<file path="config.mk">
export PLATFORM = sky130hd
export DESIGN_NAME = tick_lock_event_trigger
export DESIGN_NICKNAME = d
export VERILOG_FILES = /design/src/pkg/tick_pkg.sv /design/src/design/tick_tracker.sv /design/src/design/level_threshold.sv /design/src/design/tick_lock_event_trigger.sv
export SDC_FILE = /design/constraint.sdc
export NUM_CORES = 2
export LEC_CHECK = 0
export CAP_MARGIN = 20
export CORE_ASPECT_RATIO = 1.25
export CORE_UTILIZATION = 54
export CTS_BUF_LIST = sky130_fd_sc_hd__clkbuf_16
export DETAILED_ROUTE_END_ITERATION = 6
export DONT_BUFFER_PORTS = 1
export PLACE_DENSITY = 0.69
export SYNTH_ARGS = -nofsm -noshare
export SYNTH_HDL_FRONTEND = slang
export SYNTH_SLANG_ARGS = --single-unit
</file>
<file path="constraint.sdc">
create_clock -name ref_clk_in -period 11.15 [get_ports ref_clk_in]
set_input_delay 1.115 -clock ref_clk_in [delete_from_list [all_inputs] [get_ports ref_clk_in]]
set_output_delay 1.115 -clock ref_clk_in [all_outputs]
set_load 0.05 [all_outputs]
</file>
<file path="src/pkg/tick_pkg.sv">
// Package: constants, register map and carrier types for the tick lock and event trigger block
package tick_pkg;
    // ------------------------------------------------------------
    // Sizes
    // ------------------------------------------------------------
    localparam int CHANNELS = 12;
    localparam int SAMPLE_W = 10;
    localparam int FINE_W = 5;
    localparam int COARSE_W = 7;
    localparam int PHASE_W = 7;
    localparam int DIFF_W = 11;
    localparam int ACC_W = 16;
    localparam int IIR_FRAC = 6;
    localparam int IIR_SHIFT = 4;

    // ------------------------------------------------------------
    // Tick pattern and timing counts
    // ------------------------------------------------------------
    localparam logic [PHASE_W-1:0] TICK_PERIOD = 7'h46;
    localparam logic [PHASE_W-1:0] TICK_LOW = 7'h44;
    localparam logic [PHASE_W-1:0] TICK_HIGH = 7'h02;
    localparam logic [PHASE_W-1:0] PHASE_LAST = TICK_LOW + TICK_HIGH - 7'h01;
    localparam logic [PHASE_W-1:0] DIFF_PHASE = 7'h01;
    localparam logic [8:0] FRAME_HOLD = 9'h118;
    localparam logic [7:0] CAL_SETTLE = 8'h8C;
    localparam logic [7:0] CAL_DWELL = 8'hD2;

    // ------------------------------------------------------------
    // Register map and fields
    // ------------------------------------------------------------
    localparam int ADDR_W = 8;
    localparam int DATA_W = 16;
    localparam logic [ADDR_W-1:0] REG_CONTROL = 8'h00;
    localparam logic [ADDR_W-1:0] REG_STATUS = 8'h01;
    localparam logic [ADDR_W-1:0] REG_THRESHOLD = 8'h02;
    localparam logic [ADDR_W-1:0] REG_EVENTS = 8'h03;
    localparam logic [ADDR_W-1:0] REG_DELAY_BASE = 8'h10;
    localparam int CTRL_CAL_BIT = 0;
    localparam int CTRL_VOTE_LSB = 4;
    localparam int CTRL_SEL_LSB = 8;
    localparam int STATUS_BUSY_BIT = 12;
    localparam int DELAY_COARSE_LSB = 8;

    // ------------------------------------------------------------
    // Reset values
    // ------------------------------------------------------------
    localparam logic [3:0] VOTE_RESET = 4'h6;
    localparam logic [3:0] SEL_RESET = 4'h0;
    localparam logic [ACC_W-1:0] LOW_RESET = 16'h0000;
    localparam logic [ACC_W-1:0] HIGH_RESET = 16'hFFC0;
    localparam logic [ACC_W-1:0] MID_RESET = 16'h8000;
    localparam logic [DIFF_W-1:0] DIFF_FLOOR = 11'h400;

    // ------------------------------------------------------------
    // Types
    // ------------------------------------------------------------
    typedef logic [CHANNELS-1:0][SAMPLE_W-1:0] sample_bus_t;
    typedef logic [CHANNELS-1:0][FINE_W-1:0] fine_bus_t;
    typedef logic [CHANNELS-1:0][COARSE_W-1:0] coarse_bus_t;

    typedef struct packed {
        logic [ADDR_W-1:0] addr;
        logic [DATA_W-1:0] wdata;
        logic wr;
        logic rd;
    } reg_req_t;

    typedef struct packed {
        logic locked;
        logic header;
        logic [PHASE_W-1:0] phase;
        logic [DIFF_W-1:0] diff;
        logic diff_valid;
    } trk_status_t;

    typedef enum logic [1:0] {
        CAL_IDLE = 2'b00,
        CAL_SWEEP = 2'b01,
        CAL_ALIGN = 2'b11
    } cal_state_t;
endpackage

</file>
<file path="src/design/tick_tracker.sv">
// Module: one channel tracker locking a modulo-70 phase counter onto the tick marks
module tick_tracker (
    // Clock and reset
    input wire logic ref_clk_in,
    input wire logic reset_n_in,
    // Sample stream, decision level and frame busy flag
    input wire logic [tick_pkg::SAMPLE_W-1:0] sample_in,
    input wire logic [tick_pkg::SAMPLE_W-1:0] threshold_in,
    input wire logic frame_busy_in,
    // Tracker status
    output tick_pkg::trk_status_t status_out
);
    import tick_pkg::*;

    typedef struct packed {
        trk_status_t st;
        logic prev1;
        logic prev2;
        logic [SAMPLE_W-1:0] hi_sample;
    } trk_state_t;

    trk_state_t s;
    trk_state_t next_s;
    logic level;
    logic tick_seen;

    always_comb begin
        level = (sample_in > threshold_in);
        // Two highs after a low: the ideal 68 low, 2 high pattern
        tick_seen = level && s.prev1 && !s.prev2;
        next_s = s;
        next_s.prev1 = level;
        next_s.prev2 = s.prev1;
        next_s.st.header = 1'b0;
        next_s.st.diff_valid = 1'b0;
        next_s.st.phase = (s.st.phase == PHASE_LAST) ? '0 : s.st.phase + 7'h01;
        // Alternate-cycle difference cancels per-cycle and paired glitches
        if (s.st.phase == PHASE_LAST) begin
            next_s.hi_sample = sample_in;
        end
        if (s.st.phase == DIFF_PHASE) begin
            next_s.st.diff = DIFF_W'({1'b0, s.hi_sample}) - DIFF_W'({1'b0, sample_in});
            next_s.st.diff_valid = 1'b1;
        end
        if (s.st.locked) begin
            // During a frame ticks are absent, so misses are not counted
            if (s.st.phase == PHASE_LAST && !tick_seen && !frame_busy_in) begin
                next_s.st.locked = 1'b0;
            end
            if (s.st.phase == '0 && level && s.prev1 && s.prev2 && !frame_busy_in) begin
                next_s.st.header = 1'b1;
            end
        end else begin
            if (level && !s.prev1) begin
                next_s.st.phase = PHASE_LAST;
            end
            if (s.st.phase == PHASE_LAST && tick_seen) begin
                next_s.st.locked = 1'b1;
            end
        end
    end

    always_ff @(posedge ref_clk_in or negedge reset_n_in) begin
        if (!reset_n_in) begin
            s <= '0;
        end else begin
            s <= next_s;
        end
    end

    assign status_out = s.st;
endmodule

</file>
<file path="src/design/level_threshold.sv">
// Module: decision threshold from three IIR filters tracking low, high and midpoint levels
module level_threshold (
    // Clock and reset
    input wire logic ref_clk_in,
    input wire logic reset_n_in,
    // Sample and threshold
    input wire logic [tick_pkg::SAMPLE_W-1:0] sample_in,
    output logic [tick_pkg::SAMPLE_W-1:0] threshold_out
);
    import tick_pkg::*;

    typedef struct packed {
        logic [ACC_W-1:0] low;
        logic [ACC_W-1:0] high;
        logic [ACC_W-1:0] mid;
    } thr_state_t;

    thr_state_t s;
    thr_state_t next_s;
    logic [SAMPLE_W:0] level_sum;

    // One pole low-pass step toward a ten-bit target
    function automatic logic [ACC_W-1:0] iir_step(input logic [ACC_W-1:0] acc, input logic [SAMPLE_W-1:0] x);
        logic signed [ACC_W:0] d;
        d = $signed({1'b0, x, {IIR_FRAC{1'b0}}}) - $signed({1'b0, acc});
        return ACC_W'($signed({1'b0, acc}) + (d >>> IIR_SHIFT));
    endfunction

    always_comb begin
        next_s = s;
        level_sum = {1'b0, s.low[ACC_W-1:IIR_FRAC]} + {1'b0, s.high[ACC_W-1:IIR_FRAC]};
        if (sample_in > s.mid[ACC_W-1:IIR_FRAC]) begin
            next_s.high = iir_step(s.high, sample_in);
        end else begin
            next_s.low = iir_step(s.low, sample_in);
        end
        next_s.mid = iir_step(s.mid, level_sum[SAMPLE_W:1]);
    end

    always_ff @(posedge ref_clk_in or negedge reset_n_in) begin
        if (!reset_n_in) begin
            s <= '{low: LOW_RESET, high: HIGH_RESET, mid: MID_RESET};
        end else begin
            s <= next_s;
        end
    end

    assign threshold_out = s.mid[ACC_W-1:IIR_FRAC];
endmodule

</file>
<file path="src/design/tick_lock_event_trigger.sv">
// Module: twelve channel tick lock, threshold, coincidence trigger and delay control
//
// Functional notes
// - Twelve 10-bit sample streams, system clock domain.
// - Phase counter runs continuously, wraps at 70.
// - Locked when counter matches observed tick timing.
// - Out of lock, restart counter until aligned.
// - Threshold midway between low and high levels.
// - Three IIR filters make the threshold track.
// - One-cycle pulse per detected frame header.
// - Voter fires on enough same-cycle headers.
// - Trigger starts all channels together, in step.
// - Fine delay per fibre, 1/32 cycle steps.
// - Coarse delay per fibre, whole clock cycles.
// - Delays loaded by command or auto-calibration.
// - Tick pattern 68 low, 2 high, period 70.
module tick_lock_event_trigger (
    // Clock and reset
    input wire logic ref_clk_in,
    input wire logic reset_n_in,
    // Sample streams from the delay chips
    input wire tick_pkg::sample_bus_t raw_sample_in,
    // Register port
    input wire tick_pkg::reg_req_t reg_req_in,
    output logic [tick_pkg::DATA_W-1:0] rd_data_out,
    // Delay settings to the delay chips
    output tick_pkg::fine_bus_t fine_delay_out,
    output tick_pkg::coarse_bus_t coarse_delay_out,
    // Event and lock status
    output logic start_event_out,
    output logic [tick_pkg::CHANNELS-1:0] lock_out
);
    import tick_pkg::*;

    // ------------------------------------------------------------
    // State
    // ------------------------------------------------------------
    typedef struct packed {
        cal_state_t cal;
        logic [FINE_W-1:0] cal_step;
        logic [7:0] dwell;
        fine_bus_t best_fine;
        logic [CHANNELS-1:0][DIFF_W-1:0] best_diff;
        fine_bus_t fine;
        coarse_bus_t coarse;
        logic [3:0] vote_min;
        logic [3:0] sel;
        logic [PHASE_W-1:0] ref_phase;
        logic [8:0] hold;
        logic start;
        logic [DATA_W-1:0] events;
        logic [CHANNELS-1:0] lock;
        logic [DATA_W-1:0] rdata;
    } top_state_t;

    top_state_t s;
    top_state_t next_s;
    trk_status_t [CHANNELS-1:0] trk;
    logic [SAMPLE_W-1:0] threshold;
    logic [CHANNELS-1:0] header_hits;
    logic [3:0] hit_count;
    logic frame_busy;
    logic [3:0] wr_idx;

    // ------------------------------------------------------------
    // Helpers
    // ------------------------------------------------------------
    function automatic logic [3:0] count_ones(input logic [CHANNELS-1:0] v);
        logic [3:0] c;
        c = '0;
        for (int i = 0; i < CHANNELS; i++) begin
            c = c + {3'h0, v[i]};
        end
        return c;
    endfunction

    function automatic logic is_delay_reg(input logic [ADDR_W-1:0] a);
        return (a >= REG_DELAY_BASE) && (a < REG_DELAY_BASE + ADDR_W'(CHANNELS));
    endfunction

    function automatic logic [3:0] delay_index(input logic [ADDR_W-1:0] a);
        logic [ADDR_W-1:0] d;
        d = a - REG_DELAY_BASE;
        return d[3:0];
    endfunction

    // Cycles by which a channel's ticks trail the reference phase
    function automatic logic [COARSE_W-1:0] phase_gap(input logic [PHASE_W-1:0] ref_p,
                                                      input logic [PHASE_W-1:0] ch_p);
        logic [PHASE_W:0] g;
        g = {1'b0, ref_p} + {1'b0, TICK_PERIOD} - {1'b0, ch_p};
        if (g >= {1'b0, TICK_PERIOD}) begin
            g = g - {1'b0, TICK_PERIOD};
        end
        return g[COARSE_W-1:0];
    endfunction

    // ------------------------------------------------------------
    // Channel trackers and threshold
    // ------------------------------------------------------------
    level_threshold u_threshold (
        .ref_clk_in(ref_clk_in),
        .reset_n_in(reset_n_in),
        .sample_in(raw_sample_in[s.sel]),
        .threshold_out(threshold)
    );

    assign frame_busy = (s.hold != '0);

    for (genvar g = 0; g < CHANNELS; g++) begin : g_trk
        tick_tracker u_trk (
            .ref_clk_in(ref_clk_in),
            .reset_n_in(reset_n_in),
            .sample_in(raw_sample_in[g]),
            .threshold_in(threshold),
            .frame_busy_in(frame_busy),
            .status_out(trk[g])
        );
        assign header_hits[g] = trk[g].header;
    end

    assign hit_count = count_ones(header_hits);
    assign wr_idx = delay_index(reg_req_in.addr);

    // ------------------------------------------------------------
    // Next state
    // ------------------------------------------------------------
    always_comb begin
        next_s = s;
        next_s.start = 1'b0;
        next_s.rdata = '0;
        next_s.ref_phase = (s.ref_phase == PHASE_LAST) ? '0 : s.ref_phase + 7'h01;
        next_s.hold = frame_busy ? s.hold - 9'h001 : '0;
        for (int i = 0; i < CHANNELS; i++) begin
            next_s.lock[i] = trk[i].locked;
        end

        // Coincidence vote; a zero minimum disables triggering
        if (!frame_busy && s.vote_min != '0 && hit_count >= s.vote_min) begin
            next_s.start = 1'b1;
            // One hold for all channels keeps every tracker in step
            next_s.hold = FRAME_HOLD;
            next_s.events = s.events + 16'h0001;
        end

        // Register reads: data appear in the following cycle only
        if (reg_req_in.rd) begin
            if (reg_req_in.addr == REG_CONTROL) begin
                next_s.rdata = {4'h0, s.sel, s.vote_min, 3'h0, s.cal != CAL_IDLE};
            end else if (reg_req_in.addr == REG_STATUS) begin
                next_s.rdata = {3'h0, s.cal != CAL_IDLE, s.lock};
            end else if (reg_req_in.addr == REG_THRESHOLD) begin
                next_s.rdata = {6'h00, threshold};
            end else if (reg_req_in.addr == REG_EVENTS) begin
                next_s.rdata = s.events;
            end else if (is_delay_reg(reg_req_in.addr)) begin
                next_s.rdata = {1'b0, s.coarse[wr_idx], 3'h0, s.fine[wr_idx]};
            end
        end

        // Register writes
        if (reg_req_in.wr) begin
            if (reg_req_in.addr == REG_CONTROL) begin
                next_s.vote_min = reg_req_in.wdata[CTRL_VOTE_LSB +: 4];
                if (reg_req_in.wdata[CTRL_SEL_LSB +: 4] < 4'(CHANNELS)) begin
                    next_s.sel = reg_req_in.wdata[CTRL_SEL_LSB +: 4];
                end
            end else if (is_delay_reg(reg_req_in.addr) && s.cal == CAL_IDLE) begin
                // Manual loads are refused while a calibration run owns the delays
                next_s.fine[wr_idx] = reg_req_in.wdata[FINE_W-1:0];
                next_s.coarse[wr_idx] = reg_req_in.wdata[DELAY_COARSE_LSB +: COARSE_W];
            end
        end

        // Auto-calibration: sweep the fine delay, keep the steepest fall
        unique case (s.cal)
            CAL_IDLE: begin
                if (reg_req_in.wr && reg_req_in.addr == REG_CONTROL && reg_req_in.wdata[CTRL_CAL_BIT]) begin
                    next_s.cal = CAL_SWEEP;
                    next_s.cal_step = '0;
                    next_s.dwell = '0;
                    next_s.best_diff = {CHANNELS{DIFF_FLOOR}};
                    next_s.best_fine = '0;
                end
            end
            CAL_SWEEP: begin
                next_s.fine = {CHANNELS{s.cal_step}};
                for (int i = 0; i < CHANNELS; i++) begin
                    if (s.dwell >= CAL_SETTLE && trk[i].diff_valid &&
                        $signed(trk[i].diff) > $signed(s.best_diff[i])) begin
                        next_s.best_diff[i] = trk[i].diff;
                        next_s.best_fine[i] = s.cal_step;
                    end
                end
                if (s.dwell == CAL_DWELL) begin
                    next_s.dwell = '0;
                    next_s.cal_step = s.cal_step + 5'h01;
                    if (s.cal_step == '1) begin
                        next_s.cal = CAL_ALIGN;
                    end
                end else begin
                    next_s.dwell = s.dwell + 8'h01;
                end
            end
            CAL_ALIGN: begin
                next_s.fine = s.best_fine;
                for (int i = 0; i < CHANNELS; i++) begin
                    next_s.coarse[i] = phase_gap(s.ref_phase, trk[i].phase);
                end
                next_s.cal = CAL_IDLE;
            end
            // The fourth code is unused; fall back to idle if it ever appears
            default: begin
                next_s.cal = CAL_IDLE;
            end
        endcase
    end

    // ------------------------------------------------------------
    // Registers
    // ------------------------------------------------------------
    always_ff @(posedge ref_clk_in or negedge reset_n_in) begin
        if (!reset_n_in) begin
            s <= '0;
            s.vote_min <= VOTE_RESET;
            s.sel <= SEL_RESET;
            s.best_diff <= {CHANNELS{DIFF_FLOOR}};
        end else begin
            s <= next_s;
        end
    end

    assign rd_data_out = s.rdata;
    assign fine_delay_out = s.fine;
    assign coarse_delay_out = s.coarse;
    assign start_event_out = s.start;
    assign lock_out = s.lock;
endmodule

</file>
# == After elaboration in Yosys (flattened, before gate mapping) ==
# Index checks and enable logic that the tools add are counted.
# classes
add_sub_neg,73
n_mul,0
div,0
magnitude_cmp,45
n_eq_ne,49
n_shift,0
muxes,178
bitwise,0
reduce_logical,229
# op_table
cell,count
205-bit one-hot mux with 2 select lines,1
7-bit 2-to-1 mux,52
144-bit 2-to-1 mux,2
207-bit 2-to-1 mux,1
152-bit 2-to-1 mux,1
1-bit logical AND,151
11-bit > comparator,12
11-bit 2-to-1 mux,12
10-bit by 10-bit subtractor with 11-bit output,12
10-bit > comparator,13
60-bit one-hot mux with 2 select lines,1
8-bit by 7-bit >= comparator with 1-bit output (second input constant),12
8-bit by 7-bit subtractor with 8-bit output,12
7-bit by 1-bit adder with 7-bit output (second input constant),13
7-bit == test (second input constant),13
84-bit bitwise mux,1
7-bit by 1-bit == test with 1-bit output (second input constant),12
7-bit zero test,12
84-bit 2-to-1 mux,1
7-bit subtractor (second input constant),12
16-bit 2-to-1 mux,5
1-bit 2-to-1 mux,72
5-bit 2-to-1 mux,14
60-bit bitwise mux,1
51 further kinds,136
# totals
regBits,864
latch_bits,0
ram_bits,0
rom_bits,0
input_bits,148
output_inout_bits,173
n_memories,0

# == Logic depth before layout (Yosys ltp) ==
# logic_depth
ltp_word,14
depth_mapped,23

# == By module ==
# A second synthesis with hierarchy kept.
# unflattened
cells_unflattened,7066
hier_area_um2,64698.3
# modules_own_cells
mod,instances,cells_each,area_each_um2
tick_lock_event_trigger,1,3634,32489.9
tick_tracker (g_trk[0].u_trk ...),11,232,2222.1
level_threshold,1,647,5541.6
tick_tracker (g_trk[9].u_trk),1,233,2223.4

# == Least setup slack after synthesis ==
# OpenSTA, ideal clock, no wires.
# synth_path
path_kind,input to register
start,input port raw_sample_in[110] (netlist name)
end,register u_threshold.s[47] (netlist name)
setup_time_ns,0.123
arrival_ns,4.984
slack_ns,6.043
cell_stages,17
path_cell_list,mux4_2 -> mux2i_1 -> o22a_1 -> inv_1 -> ha_1 -> a2111oi_1 -> o31ai_1 -> o41ai_1 -> o21bai_1 -> a21oi_1 -> ha_1 -> and3_1 -> a211oi_1 -> a21oi_1 -> xor2_1 -> nand2_1 -> xnor2_1
# synth_between
elab_chain_len,4
elab_cells_between_ends,5
classes_between,add/sub: 2; order compare: 1; mux: 2
# synth_lines
element,line_no,rtl
start: declaration,tick_lock_event_trigger.sv:22,"input wire tick_pkg::sample_bus_t raw_sample_in,"
10-bit binary-select mux with 4-bit select *,tick_lock_event_trigger.sv:104,".sample_in(raw_sample_in[s.sel]),"
10-bit 2-to-1 mux (implied by the code) *,tick_lock_event_trigger.sv:104,
16-bit by 16-bit subtractor with 17-bit output,level_threshold.sv:25,"d = $signed({1'b0, x, {IIR_FRAC{1'b0}}}) - $signed({1'b0, acc});"
16-bit by 13-bit adder with 16-bit output,level_threshold.sv:26,"return ACC_W'($signed({1'b0, acc}) + (d >>> IIR_SHIFT));"
end signal: assignment,level_threshold.sv:42,"s <= '{low: LOW_RESET, high: HIGH_RESET, mid: MID_RESET};"
end signal: assignment,level_threshold.sv:44,s <= next_s;
end: declaration,level_threshold.sv:18,thr_state_t s;
# Every way passes the cells marked *; elsewhere a longest branch is shown, timed or not. The select of a mux whose other input is x is not followed.
# A chain may end at the register's enable or synchronous reset.

# == Final worst setup path ==
# layout_path
start,register s[61] (netlist name)
end,register u_threshold.s[47] (netlist name)
# layout_between
elab_chain_len,4
elab_cells_between_ends,5
classes_between,add/sub: 2; order compare: 1; mux: 2
# layout_lines
element,line_no,rtl
start: declaration,tick_lock_event_trigger.sv:56,top_state_t s;
start signal: assignment,tick_lock_event_trigger.sv:229,s <= next_s;
10-bit binary-select mux with 4-bit select *,tick_lock_event_trigger.sv:104,
10-bit 2-to-1 mux (implied by the code) *,tick_lock_event_trigger.sv:104,
16-bit by 16-bit subtractor with 17-bit output,level_threshold.sv:25,
16-bit by 13-bit adder with 16-bit output,level_threshold.sv:26,
# Marks and branches as above.

==> results_dict.tcl <==
set metrics [dict create \
    status "finished clean" \
    antenna_found_initial 8 \
    hold_viol 0 \
    worstPathCellList "buf_4, mux4_2, mux2i_1, o22ai_1, ha_1, a2111oi_1, o31ai_1, o41ai_1, o21bai_1, a21oi_1, ha_1, and3_1, a211oi_1, a21oi_1, xor2_1, nand2_1, xnor2_1" \
    portBuffers 0 \
    syn_area_sq_mm 0.0571 \
    slew_headroom_pct 17.9 \
    async_flop_share_pct 100 \
    tns_ns 0 \
    fmax_mhz 161 \
    min_period_over_period_pct 55.6 \
    slowest_delay_ns 0.63 \
    vias 44556 \
    yosys_warnings 0 \
    power_density_mw_per_mm2 217 \
    setup_violations 0 \
    r2r_setup_slack_ns 4.95 \
    via_per_inst 5.95 \
    crit_path_top_delay_cell "mux4_2" \
    clock_sinks 864 \
    period_needed_ns 6.20 \
    cp.required_ns 11.74 \
    globalRouteOverflowTotal 0 \
    clk_pin_slew_ns 0.06 \
    die_w_um 293 \
    fin_util_pct 57.7 \
    synth_cell_type_count 73 \
    cts.path.max_buffers 3 \
    cp-start-kind "register" \
    maxSlewViolCount 0 \
    synth_seq_cells 864 \
    track_usage_pct 31.2 \
    synth_cells 6214 \
    grt_pass1_vias 42940 \
    drt-total-wl_um 168000 \
    post_cts_resize_count 0 \
    ys_seq_area_share_pct 37.9 \
    path_class "reg2reg" \
    clock_latency_ns 0.73 \
    area_delta_synth_final_pct 5.94 \
    cp-end-kind "register" \
    tritoncts "done" \
    final_nets 6782 \
    syn_area_per_cell_sq_um 9.20 \
    fp-row-count 133 \
    hold_path_class "in2async" \
    remaining_drc_errors 0 \
    p_leak_nw 28.4 \
    gp_congestion 0.991 \
    start_util_pct 54.4 \
    cts_root_buffer "clkbuf_16" \
    die_area_sq_mm 0.107 \
    drive_gt1_share_pct 6.13 \
    grt_start_max_net_pins 865 \
    synthFlopType "dfrtp_1" \
    r2r-end "u_threshold.s[47]" \
    cap_viol_max_count 0 \
    irDropWorstVdd_uv 283 \
    tightest_slew_ns 1.22 \
    drt_iter0_markers 3314 \
    path_max_fanout 27 \
    core-area_sq_mm 0.105 \
    detail-route-antenna-nets 0 \
    fin_skew_ns 0.0610 \
    rsz0062_at_grt "no" \
    postCtsSetupRepairBufs 0 \
    io_pins 321 \
    wire_per_inst_um 22.4 \
    cts.htree.levels 3 \
    synth-edff-count 0 \
    cts_hold_buf 0 \
    r2r_start "s[61]" \
    grt_pass1_wl_um 256000 \
    drtPass1Iterations 6 \
    post-dp-hpwl_um 127000 \
    reg2reg_depth 17 \
    numCtsBuffers 94 \
    cp_data_arrival_time_ns 6.79 \
    fp.dieH_um 366 \
    syn_nets 7013 \
]
## area by class of cell
cell class,instances,area [sq um]
flip-flops and latches,864,21700
clock inverters,75,664
multi-input cells,4417,31400
clock buffers,95,2380
repair buffers,66,603
fillers,9165,44500
well taps,1417,1770
inverters,540,2030
diodes,11,27.5
## synthesized netlist by cell type, types with 61 or more instances
cell | count | area [sq um]
dfrtp_1 | 839 | 21000
ha_1 | 616 | 7710
nand2_1 | 603 | 2260
o21ai_0 | 567 | 2840
inv_1 | 540 | 2030
nor2_1 | 396 | 1490
a21oi_1 | 331 | 1660
xnor2_1 | 251 | 2200
clkbuf_1 | 201 | 754
buf_4 | 172 | 1290
nand3_1 | 170 | 851
nor3_1 | 157 | 786
a21o_1 | 120 | 901
a211oi_1 | 114 | 856
nor2b_1 | 103 | 644
xor2_1 | 96 | 841
o31ai_1 | 86 | 646
mux2i_1 | 80 | 801
nand4_1 | 74 | 463
mux4_2 | 66 | 1490
o21a_1 | 61 | 458
## worst max-delay path by stage
| stage | from | to | slack, ns | cells after the start |
|---|---|---|---|---|
| 4_1_cts | s[61] | u_threshold.s[47] | 5.04 | 18 |
| 5_1_grt | s[61] | u_threshold.s[47] | 4.67 | 18 |
| 3_5_place_dp | s[61] | u_threshold.s[47] | 5.06 | 18 |
| 3_3_place_gp | s[61] | u_threshold.s[47] | 5.13 | 18 |
| 2_1_floorplan | raw_sample_in[110] | u_threshold.s[47] | 6.04 | 17 |
| 6_report | s[61] | u_threshold.s[47] | 4.95 | 17 |
## state kept, by name, indices dropped and copies added (netlist names)
signal,count
g_trk.u_trk.s,132
start_event_out,1
g_trk.u_trk.status_out,252
lock_out,12
g_trk.u_trk.next_s,12
coarse_delay_out,84
u_threshold.threshold_out,10
s,247
fine_delay_out,60
rd_data_out,16
u_threshold.s,38
## worst max-delay path, delay by kind of cell (launching register included)
| family | cells | cell delay [ns] |
|---|---|---|
| multiplexers | 2 | 1.01 |
| adder cells (fa/ha/maj) | 2 | 0.65 |
| buffers and inverters | 1 | 0.51 |
| flip-flops | 1 | 0.56 |
| AO/OA/AOI/OAI | 8 | 2.70 |
| AND/OR/NAND/NOR | 2 | 0.28 |
| XOR/XNOR | 2 | 0.30 |
## where the power goes
group	leakage, nW	internal [W]	switching (W)	total, W
Sequential	9.70	0.00361	0.000836	0.00445
Combinational	17.1	0.00245	0.00309	0.00554
Clock	1.57	0.00176	0.00136	0.00312
Total	28.4	0.00782	0.00528	0.0131
## stage by stage
stage | hold WS [ns] | setup WS [ns] | area (sq um) | total power (W) | instances
detailed placement | 0.384 | 5.06 | 57300 | 0.00991 | 7296
CTS | 0.0752 | 5.04 | 60400 | 0.0131 | 7466
floorplan | 0.374 | 6.04 | 57100 | 0.00880 | 6214
global placement | 0.378 | 5.13 | 57300 | 0.00973 | 7295
global route | 0.0856 | 4.67 | 60500 | 0.0140 | 7474
finish | 0.0998 | 4.95 | 60500 | 0.0131 | 7485
## layer usage
| layer | up-vias | track usage [%] | wire [um] |
|---|---|---|---|
| met1 | 21509 | 38.6 | 67900 |
| met3 | 436 | 6.67 | 12400 |
| met4 | 2 | 16.8 | 10000 |
| met5 | - | 0 | 13 |
| li1 | 21097 | - | - |
| met2 | 1512 | 50.8 | 77300 |
## kinds of logic after synthesis
family | share of synthesized area, %
buf+inv | 7.28
mux | 4.83
fa+ha+maj | 14.7
simple gates | 14.3
flops | 37.9
xor+xnor | 5.32
compound gates | 15.6
## cells in the final DEF (no fill, tap or decap), types with 74 or more instances in the layout
cell,n
dfrtp_1,836
ha_1,616
nand2_1,602
o21ai_0,567
inv_1,565
nor2_1,395
a21oi_1,331
xnor2_1,251
nand3_1,170
nor3_1,157
a21o_1,120
a211oi_1,114
nor2b_1,102
clkbuf_16,95
xor2_1,94
o31ai_1,86
mux2i_1,80
nand4_1,74
Power figures use the tool's default switching activity.
